<file path="config.mk">
export PLATFORM = sky130hd
export DESIGN_NAME = opad_decoder
export DESIGN_NICKNAME = d
export VERILOG_FILES = /design/src/core/opad_pkg.sv /design/src/core/opad_reg_map.sv /design/src/core/opad_decoder.sv
export SDC_FILE = /design/constraint.sdc
export NUM_CORES = 1
export LEC_CHECK = 0
export ABC_AREA = 1
export BUFFER_PORTS_ARGS = -buffer_cell sky130_fd_sc_hd__clkbuf_2
export CAP_MARGIN = 20
export CORE_MARGIN = 5
export CORE_UTILIZATION = 45
export CTS_CLUSTER_DIAMETER = 100
export DETAILED_ROUTE_END_ITERATION = 10
export PLACE_DENSITY_LB_ADDON = 0.25
export SYNTH_ARGS = -nofsm -noshare
export SYNTH_HDL_FRONTEND = slang
export SYNTH_SLANG_ARGS = --single-unit
</file>
<file path="constraint.sdc">
create_clock -name clock -period 1.4 [get_ports clock]
set_input_delay 0.07 -clock clock [delete_from_list [all_inputs] [get_ports clock]]
set_output_delay 0.07 -clock clock [all_outputs]
set_load 0.05 [all_outputs]
</file>
<file path="src/core/opad_pkg.sv">
// Shared types and constants for the operand address decoder
package opad_pkg;

  // Operand kinds presented to the decoder
  typedef enum logic [4:0] {
    OPAD_K_NONE    = 5'h00,
    OPAD_K_REG8    = 5'h01,
    OPAD_K_REG16   = 5'h02,
    OPAD_K_REG24   = 5'h03,
    OPAD_K_PUSH    = 5'h04,
    OPAD_K_MEM     = 5'h05,
    OPAD_K_SADDR8  = 5'h06,
    OPAD_K_SADDR16 = 5'h07,
    OPAD_K_SADDR24 = 5'h08,
    OPAD_K_ABS24   = 5'h09,
    OPAD_K_ABS20   = 5'h0a,
    OPAD_K_ABS16   = 5'h0b,
    OPAD_K_ADDR11  = 5'h0c,
    OPAD_K_ADDR8   = 5'h0d,
    OPAD_K_ADDR5   = 5'h0e,
    OPAD_K_RELOC   = 5'h0f,
    OPAD_K_IMM     = 5'h10
  } opad_kind_t;

  // Memory operand forms
  typedef enum logic [4:0] {
    OPAD_M_IND_P6 = 5'h00, OPAD_M_IND_P7 = 5'h01,
    OPAD_M_IND_P6_INC = 5'h02, OPAD_M_IND_P7_INC = 5'h03,
    OPAD_M_IND_P6_DEC = 5'h04, OPAD_M_IND_P7_DEC = 5'h05,
    OPAD_M_IND_P4 = 5'h06, OPAD_M_IND_P5 = 5'h07,
    OPAD_M_BASE_P6 = 5'h08, OPAD_M_BASE_P7 = 5'h09, OPAD_M_BASE_SP = 5'h0a,
    OPAD_M_BASE_P5 = 5'h0b, OPAD_M_BASE_P4 = 5'h0c,
    OPAD_M_IDX_A = 5'h0d, OPAD_M_IDX_B = 5'h0e, OPAD_M_IDX_DE = 5'h0f, OPAD_M_IDX_HL = 5'h10,
    OPAD_M_BIX_P6_A = 5'h11, OPAD_M_BIX_P6_B = 5'h12, OPAD_M_BIX_P6_C = 5'h13,
    OPAD_M_BIX_P7_A = 5'h14, OPAD_M_BIX_P7_B = 5'h15, OPAD_M_BIX_P7_C = 5'h16,
    OPAD_M_BIX_P4_DE = 5'h17, OPAD_M_BIX_P4_HL = 5'h18
  } opad_mem_t;

  typedef enum logic [1:0] {
    OPAD_C_IND = 2'h0, OPAD_C_BASED = 2'h1, OPAD_C_INDEXED = 2'h2, OPAD_C_BIX = 2'h3
  } opad_class_t;

  typedef enum logic [1:0] {
    OPAD_X_NONE = 2'h0, OPAD_X_R8 = 2'h1, OPAD_X_RP = 2'h2
  } opad_xkind_t;

  typedef enum logic [2:0] {
    OPAD_W_BIT = 3'h0, OPAD_W_N = 3'h1, OPAD_W_BYTE = 3'h2, OPAD_W_WORD = 3'h3,
    OPAD_W_IMM24 = 3'h4
  } opad_immw_t;

  // Register entries and banking
  localparam logic [3:0] OPAD_R8_A = 4'h1;
  localparam logic [3:0] OPAD_R8_C = 4'h2;
  localparam logic [3:0] OPAD_R8_B = 4'h3;
  localparam logic [3:0] OPAD_R8_BANK = 4'h8;
  localparam logic [3:0] OPAD_R8_FLIP = 4'h4;
  localparam logic [2:0] OPAD_RP_BANK = 3'h4;
  localparam logic [2:0] OPAD_RP_FLIP = 3'h2;
  localparam logic [3:0] OPAD_RP_DE = 4'h6;
  localparam logic [3:0] OPAD_RP_HL = 4'h7;
  localparam logic [4:0] OPAD_RP_MAX = 5'h07;
  localparam logic [4:0] OPAD_RG_MIN = 5'h04;
  localparam logic [4:0] OPAD_RG_MAX = 5'h07;
  localparam logic [2:0] OPAD_B_SP = 3'h0;
  localparam logic [2:0] OPAD_B_P4 = 3'h4;
  localparam logic [2:0] OPAD_B_P5 = 3'h5;
  localparam logic [2:0] OPAD_B_P6 = 3'h6;
  localparam logic [2:0] OPAD_B_P7 = 3'h7;
  localparam int OPAD_PUSH_UP_BIT = 5;

  // Address windows
  localparam logic [15:0] OPAD_SADDR_LO = 16'hfd20;
  localparam logic [15:0] OPAD_SADDR_HI = 16'hff1f;
  localparam logic [15:0] OPAD_SADDRP_HI = 16'hff1e;
  localparam logic [15:0] OPAD_SADDRG_HI = 16'hfefd;
  localparam logic [15:0] OPAD_SADDR1_LO = 16'hfe00;
  localparam logic [15:0] OPAD_SADDR1_HI = 16'hfeff;
  localparam logic [23:0] OPAD_ABS20_MAX = 24'h0fffff;
  localparam logic [23:0] OPAD_ABS16_MAX = 24'h00ffff;
  localparam logic [23:0] OPAD_ADDR11_LO = 24'h000800;
  localparam logic [23:0] OPAD_ADDR11_HI = 24'h000fff;
  localparam logic [23:0] OPAD_ADDR5_LO = 24'h000040;
  localparam logic [23:0] OPAD_ADDR5_HI = 24'h00007e;
  localparam logic [23:0] OPAD_ADDR8_BASE = 24'h00fe00;
  localparam logic [23:0] OPAD_RELOC_OFFSET = 24'h0f0000;
  localparam logic [23:0] OPAD_RELOC_CODE_LOW = 24'h000000;
  localparam logic [23:0] OPAD_RELOC_CODE_HIGH = 24'h00000f;

  // Access and immediate widths in bits
  localparam logic [4:0] OPAD_WID_3 = 5'd3;
  localparam logic [4:0] OPAD_WID_8 = 5'd8;
  localparam logic [4:0] OPAD_WID_16 = 5'd16;
  localparam logic [4:0] OPAD_WID_24 = 5'd24;

  typedef struct packed {
    logic valid;
    opad_kind_t kind;
    logic [4:0] code;
    logic user_stack;
    logic psw_named;
    logic reduced_set;
    logic short_form1;
    opad_immw_t immw;
    logic [23:0] value;
  } opad_req_t;

  typedef struct packed {
    logic valid;
    logic error;
    opad_kind_t kind;
    logic [3:0] entry;
    logic [7:0] push_mask;
    logic psw_sel;
    opad_class_t mem_class;
    logic [2:0] base_sel;
    opad_xkind_t index_kind;
    logic [3:0] index_entry;
    logic post_inc;
    logic post_dec;
    logic [23:0] value;
    logic [4:0] width;
  } opad_res_t;

  typedef struct packed {
    opad_res_t res;
    logic reloc;
  } opad_state_t;

endpackage

</file>
<file path="src/core/opad_reg_map.sv">
// Register name to register file entry mapping with bank aliasing
`timescale 1ns/100ps
`default_nettype none
module opad_reg_map
  import opad_pkg::*;
(
  input wire logic register_set_select,
  input wire logic [3:0] code,
  output logic [3:0] r8_entry,
  output logic [2:0] rp_entry
);

  // Alias bank swap for the older instruction family
  always_comb begin
    r8_entry = code;
    rp_entry = code[2:0];
    if (register_set_select && code < OPAD_R8_BANK) begin
      r8_entry = code ^ OPAD_R8_FLIP;
    end
    if (register_set_select && code[2:0] < OPAD_RP_BANK && !code[3]) begin
      rp_entry = code[2:0] ^ OPAD_RP_FLIP;
    end
  end

endmodule
`default_nettype wire

</file>
<file path="src/core/opad_decoder.sv">
// Operand address decoder top module
`timescale 1ns/100ps
`default_nettype none
// What this block does
// - Byte register names resolve to entries 0-15
// - Bank select moves X,A,C,B to 4-7
// - Bank select moves AX,BC to pairs 2,3
// - Pair names resolve to pairs 0-7
// - Pointer names select 24-bit entries 4-7
// - UP system stack only, status word user only
// - Indirect, based, indexed, based-indexed memory forms
// - Reduced set forbids pointer seven auto step
// - Short direct byte window with two encodings
// - Multi-byte short direct stays inside window
// - Absolute ranges for 24/20 and 16 bits
// - Eleven-bit address limited 800H to FFFH
// - Five-bit address limited 40H to 7EH
// - Relocation takes only 00H or 0FH
// - Relocated windows gain F0000H offset
// - Immediate widths 3, 3, 8, 16, 24 bits
module opad_decoder
  import opad_pkg::*;
(
  input wire logic clock,
  input wire logic rst,
  input wire logic register_set_select,
  input wire opad_req_t req,
  output opad_res_t res,
  output logic window_relocated
);

  opad_state_t st;
  opad_state_t next_st;
  logic [3:0] map_code;
  logic [3:0] r8_entry;
  logic [2:0] rp_entry;
  logic [15:0] saddr;
  logic [15:0] saddr_hi;
  logic [15:0] saddr1_hi;
  logic saddr_in_win;
  logic saddr_in_f1;
  logic [23:0] win_offset;

  // Pick the name that the shared mapper resolves
  always_comb begin
    map_code = req.code[3:0];
    if (req.kind == OPAD_K_MEM) begin
      unique case (req.code)
        OPAD_M_IDX_A, OPAD_M_BIX_P6_A, OPAD_M_BIX_P7_A: map_code = OPAD_R8_A;
        OPAD_M_IDX_B, OPAD_M_BIX_P6_B, OPAD_M_BIX_P7_B: map_code = OPAD_R8_B;
        OPAD_M_BIX_P6_C, OPAD_M_BIX_P7_C: map_code = OPAD_R8_C;
        OPAD_M_IDX_DE, OPAD_M_BIX_P4_DE: map_code = OPAD_RP_DE;
        OPAD_M_IDX_HL, OPAD_M_BIX_P4_HL: map_code = OPAD_RP_HL;
        default: map_code = req.code[3:0];
      endcase
    end
  end

  opad_reg_map u_map (
    .register_set_select(register_set_select),
    .code(map_code),
    .r8_entry(r8_entry),
    .rp_entry(rp_entry)
  );

  // Short direct window limits per access width
  always_comb begin
    saddr = req.value[15:0];
    saddr_hi = OPAD_SADDR_HI;
    saddr1_hi = OPAD_SADDR1_HI;
    if (req.kind == OPAD_K_SADDR16) begin
      saddr_hi = OPAD_SADDRP_HI;
    end else if (req.kind == OPAD_K_SADDR24) begin
      saddr_hi = OPAD_SADDRG_HI;
      saddr1_hi = OPAD_SADDRG_HI;
    end
    saddr_in_win = (req.value[23:16] == 8'h00) && saddr >= OPAD_SADDR_LO && saddr <= saddr_hi;
    saddr_in_f1 = saddr >= OPAD_SADDR1_LO && saddr <= saddr1_hi;
    win_offset = st.reloc ? OPAD_RELOC_OFFSET : 24'h000000;
  end

  // Main decode of one operand per cycle
  always_comb begin
    next_st = st;
    next_st.res = '0;
    next_st.res.valid = req.valid;
    next_st.res.kind = req.kind;
    if (req.valid) begin
      unique case (req.kind)
        OPAD_K_REG8: begin
          next_st.res.entry = r8_entry;
          next_st.res.error = req.code[4];
          next_st.res.width = OPAD_WID_8;
        end
        OPAD_K_REG16: begin
          next_st.res.entry = {1'b0, rp_entry};
          next_st.res.error = req.code > OPAD_RP_MAX;
          next_st.res.width = OPAD_WID_16;
        end
        OPAD_K_REG24: begin
          next_st.res.entry = req.code[3:0];
          next_st.res.error = req.code < OPAD_RG_MIN || req.code > OPAD_RG_MAX;
          next_st.res.width = OPAD_WID_24;
        end
        OPAD_K_PUSH: begin
          next_st.res.push_mask = req.value[7:0];
          next_st.res.psw_sel = req.psw_named;
          // Slot five is the status word on the user stack only
          next_st.res.error = req.value[OPAD_PUSH_UP_BIT] &&
                              (req.psw_named != req.user_stack);
          next_st.res.width = OPAD_WID_16;
        end
        OPAD_K_MEM: begin
          next_st.res.width = OPAD_WID_24;
          next_st.res.index_entry = r8_entry;
          unique case (req.code)
            OPAD_M_IND_P6, OPAD_M_IND_P6_INC, OPAD_M_IND_P6_DEC: begin
              next_st.res.mem_class = OPAD_C_IND;
              next_st.res.base_sel = OPAD_B_P6;
              next_st.res.post_inc = req.code == OPAD_M_IND_P6_INC;
              next_st.res.post_dec = req.code == OPAD_M_IND_P6_DEC;
            end
            OPAD_M_IND_P7, OPAD_M_IND_P7_INC, OPAD_M_IND_P7_DEC: begin
              next_st.res.mem_class = OPAD_C_IND;
              next_st.res.base_sel = OPAD_B_P7;
              next_st.res.post_inc = req.code == OPAD_M_IND_P7_INC;
              next_st.res.post_dec = req.code == OPAD_M_IND_P7_DEC;
              next_st.res.error = req.reduced_set && req.code != OPAD_M_IND_P7;
            end
            OPAD_M_IND_P4, OPAD_M_IND_P5: begin
              next_st.res.mem_class = OPAD_C_IND;
              next_st.res.base_sel = req.code == OPAD_M_IND_P4 ? OPAD_B_P4 : OPAD_B_P5;
            end
            OPAD_M_BASE_P6, OPAD_M_BASE_P7, OPAD_M_BASE_SP, OPAD_M_BASE_P5,
            OPAD_M_BASE_P4: begin
              next_st.res.mem_class = OPAD_C_BASED;
              next_st.res.value = {16'h0000, req.value[7:0]};
              unique case (req.code)
                OPAD_M_BASE_P6: next_st.res.base_sel = OPAD_B_P6;
                OPAD_M_BASE_P7: next_st.res.base_sel = OPAD_B_P7;
                OPAD_M_BASE_P5: next_st.res.base_sel = OPAD_B_P5;
                OPAD_M_BASE_P4: next_st.res.base_sel = OPAD_B_P4;
                default: next_st.res.base_sel = OPAD_B_SP;
              endcase
            end
            OPAD_M_IDX_A, OPAD_M_IDX_B: begin
              next_st.res.mem_class = OPAD_C_INDEXED;
              next_st.res.index_kind = OPAD_X_R8;
              next_st.res.value = req.value;
            end
            OPAD_M_IDX_DE, OPAD_M_IDX_HL: begin
              next_st.res.mem_class = OPAD_C_INDEXED;
              next_st.res.index_kind = OPAD_X_RP;
              next_st.res.index_entry = {1'b0, rp_entry};
              next_st.res.value = req.value;
            end
            OPAD_M_BIX_P6_A, OPAD_M_BIX_P6_B, OPAD_M_BIX_P6_C,
            OPAD_M_BIX_P7_A, OPAD_M_BIX_P7_B, OPAD_M_BIX_P7_C: begin
              next_st.res.mem_class = OPAD_C_BIX;
              next_st.res.index_kind = OPAD_X_R8;
              next_st.res.base_sel = req.code < OPAD_M_BIX_P7_A ? OPAD_B_P6 : OPAD_B_P7;
            end
            OPAD_M_BIX_P4_DE, OPAD_M_BIX_P4_HL: begin
              next_st.res.mem_class = OPAD_C_BIX;
              next_st.res.index_kind = OPAD_X_RP;
              next_st.res.index_entry = {1'b0, rp_entry};
              next_st.res.base_sel = OPAD_B_P4;
            end
            default: next_st.res.error = 1'b1;
          endcase
        end
        OPAD_K_SADDR8, OPAD_K_SADDR16, OPAD_K_SADDR24: begin
          // Encoding form must match the sub-window it names
          next_st.res.error = !saddr_in_win || (req.short_form1 != saddr_in_f1);
          next_st.res.value = {8'h00, saddr} + win_offset;
          unique case (req.kind)
            OPAD_K_SADDR8: next_st.res.width = OPAD_WID_8;
            OPAD_K_SADDR16: next_st.res.width = OPAD_WID_16;
            default: next_st.res.width = OPAD_WID_24;
          endcase
        end
        OPAD_K_ABS24, OPAD_K_ABS20: begin
          next_st.res.error = req.value > OPAD_ABS20_MAX;
          next_st.res.value = req.value;
          next_st.res.width = OPAD_WID_24;
        end
        OPAD_K_ABS16: begin
          next_st.res.error = req.value > OPAD_ABS16_MAX;
          next_st.res.value = req.value;
          next_st.res.width = OPAD_WID_16;
        end
        OPAD_K_ADDR11: begin
          next_st.res.error = req.value < OPAD_ADDR11_LO || req.value > OPAD_ADDR11_HI;
          next_st.res.value = req.value;
          next_st.res.width = OPAD_WID_16;
        end
        OPAD_K_ADDR8: begin
          next_st.res.value = (OPAD_ADDR8_BASE | {16'h0000, req.value[7:0]}) + win_offset;
          next_st.res.error = req.value[23:8] != 16'h0000;
          next_st.res.width = OPAD_WID_8;
        end
        OPAD_K_ADDR5: begin
          next_st.res.error = req.value < OPAD_ADDR5_LO || req.value > OPAD_ADDR5_HI;
          next_st.res.value = req.value;
          next_st.res.width = OPAD_WID_16;
        end
        OPAD_K_RELOC: begin
          next_st.res.value = req.value;
          if (req.value == OPAD_RELOC_CODE_LOW || req.value == OPAD_RELOC_CODE_HIGH) begin
            next_st.reloc = req.value == OPAD_RELOC_CODE_HIGH;
          end else begin
            next_st.res.error = 1'b1;
          end
        end
        OPAD_K_IMM: begin
          // Immediates are cut to the width of their operand class
          unique case (req.immw)
            OPAD_W_BIT, OPAD_W_N: begin
              next_st.res.value = {21'h000000, req.value[2:0]};
              next_st.res.width = OPAD_WID_3;
            end
            OPAD_W_BYTE: begin
              next_st.res.value = {16'h0000, req.value[7:0]};
              next_st.res.width = OPAD_WID_8;
            end
            OPAD_W_WORD: begin
              next_st.res.value = {8'h00, req.value[15:0]};
              next_st.res.width = OPAD_WID_16;
            end
            OPAD_W_IMM24: begin
              next_st.res.value = req.value;
              next_st.res.width = OPAD_WID_24;
            end
            default: next_st.res.error = 1'b1;
          endcase
        end
        default: next_st.res.error = 1'b1;
      endcase
    end
  end

  // State register
  always_ff @(posedge clock or posedge rst) begin
    if (rst) begin
      st <= '0;
    end else begin
      st <= next_st;
    end
  end

  // Outputs straight from the state flops
  assign res = st.res;
  assign window_relocated = st.reloc;
endmodule
`default_nettype wire

</file>
==> metrics.txt <==
most common cell after layout, fill and taps aside=clkbuf_2; number of vias per cell=a little under 5; Seq/Total Area, Yosys=0.456; worst ir drop on vdd=0.380 mV; number of antenna violations at the first check in global routing=0; routed length per instance=13.8 um; area delta synth->final=54.1%; vias in the first global route=3769; Worst Path Arrival=1.64 ns; cell class contributing the biggest share of worst-path delay=simple AND/OR/NAND/NOR gates; final hold violations=0; first-iteration detailed-routing DRC count=170; worst clock skew=0.00199 ns; layout cells sized above 1=0.421; pin count of the biggest net entering global routing=36; Placeable Area=between 7000 and 8000 sq um; CTS buffer count=9; clk slew on worst S/H paths=0.06 ns; ANT nets after route=0; post-layout min period=around 1.4 ns; Synthesized Nets=491; post-place instance area=4660 sq um; most frequent cell on the critical path=nor2_1; number of nets in the final layout=710; count of pins on the block boundary=roughly 110; power density cells=807 nW/um^2; highest-count cells in the layout ignoring fill and taps=clkbuf_2, buf_4, nor2_1, nand2_1, dfrtp_1; Max clock buf depth=2; count of mapped cells out of synthesis=about 440; global-route total usage across every layer=0.227; area of the mapped netlist=approximately 3300 sq um; Yosys reg bits=~60; total negative slack for setup checks=-0.0284 ns; total overflow reported by the global router=0; number of port buffers=106; critical path launch point type=input port; chain of cells forming the critical path=buf_2, nand3_4, buf_4, nor2_1, ha_1, a211o_1, nand2_1, o21ai_0, nor2_1, a21oi_1, nor2_1, nor2_1; Num Clock Sinks=61; delay of the slowest critical-path stage=0.29 ns; min setup slack post-route=-0.0284 ns; outcome=finished with violations; setup repair after global routing missed its margin=yes; number of warnings printed during yosys synthesis=0; maximum fanout count along the critical path=5; Detailed Place HPWL=8.21 mm; aggregate routed wire length=10.5 mm; vias post-DR=~3.7k; kind of critical path=in2reg; number of synthesized flops with an enable pin=0; power after layout=4.16 mW; violations in the final reports=negative setup slack; DRC violations left=0; CTS tree=built; antenna fix cells=0; syn avg cell area=7.63 sq um; Clock Latency Late Sink=0.33 ns; achievable frequency=700 MHz; crit path max-delay cell type=a211o_1; die width=roughly 96 um; commonest register cell after synthesis=dfrtp_1; Initial Utilization=0.462; fraction of the cycle the final worst path needs=1.02; max-cap check violation count=0; global-route wire length before repair=16.2 mm; worst min-delay path class=in2reg; slack of the worst reg-to-reg path=0.51 ns; length of the first detailed-routing pass in iterations=5; final core occ=0.711; die height=96.3 um; total number of H-tree levels=3; worst path required time=1.61 ns; static leakage=2.89 nW; async set-or-reset flop fraction in the synthesized netlist=1.00; final standard cell area without fillers=just over 5000 sq um; cell at the root of the clock tree=clkbuf_8; row cnt=31; die area=9270 sq um; filler cell count=608; pins over their slew limit=0; post-synth cell types=43; setup violation total in the final timing report=1; capturing element type of the critical path=flop; final weighted congestion of routability-driven global placement=0.942; number of buffer and inverter instances along the worst setup path=2
registers in the layout, indices dropped and copies added, names as in the netlist:
signal	cells
res	60
window_relocated	1
metal layers:
| layer | up-vias | GRT usage | wire length, um |
|---|---|---|---|
| met2 | 118 | 0.437 | 5620 |
| met3 | 28 | 0.0477 | 622 |
| met1 | 1743 | 0.233 | 3930 |
| met5 | - | 0 | 0 |
| li1 | 1857 | - | - |
| met4 | 0 | 0.0960 | 299 |
layout make-up:
| cell class | instances | area (sq um) | area share |
|---|---|---|---|
| Clock inverter | 2 | 10.0 | 0.00194 |
| Clock buffer | 12 | 155 | 0.0301 |
| Timing Repair Buffer | 217 | 1430 | 0.277 |
| Inverter | 70 | 269 | 0.0521 |
| Tap cell | 99 | 124 | 0.0240 |
| Multi-Input combinational cell | 299 | 1650 | 0.319 |
| Sequential cell | 61 | 1530 | 0.296 |
power by group:
part	leakage [nW]	internal (mW)	switching, mW
Combinational	1.97	0.386	0.625
Sequential	0.830	1.81	0.0132
Clock	0.0881	0.713	0.618
cell usage after synthesis, drive strengths merged (2+ instances only):
| library cell | count | share of area |
|---|---|---|
| or2 | 2 | 0.0037 |
| ha | 7 | 0.026 |
| a41oi | 3 | 0.010 |
| nand3 | 32 | 0.052 |
| o21ai | 18 | 0.027 |
| nor2 | 84 | 0.10 |
| clkbuf | 2 | 0.0022 |
| buf | 7 | 0.015 |
| o211ai | 2 | 0.0045 |
| nand4 | 9 | 0.017 |
| a21oi | 27 | 0.041 |
| inv | 70 | 0.078 |
| nor3 | 13 | 0.021 |
| dfrtp | 61 | 0.46 |
| nor4 | 3 | 0.0056 |
| nand2 | 80 | 0.092 |
| a31oi | 4 | 0.0075 |
| nand3b | 2 | 0.0056 |
what timing repair did:
action                                  CTS  global route
buffers inserted                          0             5
pin swaps                                 2            16
endpoints found under the hold margin    76             1
resized for setup                         2            46
hold buffers                             14             1
endpoints found under the setup margin    1            29
logic make-up after synthesis:
logic type | Yosys count | share of synthesized area
buffers and inverters | 79 | 0.0960
other | 1 | 0.00112
AND/OR/NAND/NOR | 227 | 0.302
flip-flops | 61 | 0.456
adder cells (fa/ha/maj) | 7 | 0.0261
AO/OA/AOI/OAI | 64 | 0.119
path summary, 6_finish.rpt:
| path | from | end | depth (start not counted) |
|---|---|---|---|
| setup / recovery | req[39] | res[60] | 12 |
| hold / removal | req[41] | res[61] | 1 |
| setup reg to reg | window_relocated | res[22] | 4 |
| hold reg to reg | window_relocated | window_relocated | 2 |
| max in group asynchronous | rst | res[37] | 4 |
| min in group asynchronous | rst | res[46] | 3 |
through the flow:
step	hold slack [ns]	setup slack [ns]	cells
5_1_grt	0.0283	-0.224	760
4_1_cts	0.00518	0.00364	754
6_report	0.0204	-0.0284	760
3_3_place_gp	0.0248	-0.300	726
2_1_floorplan	0.101	-0.181	439
3_5_place_dp	0.0250	-0.382	726
Note: power is estimated with default switching activity, not from simulation.
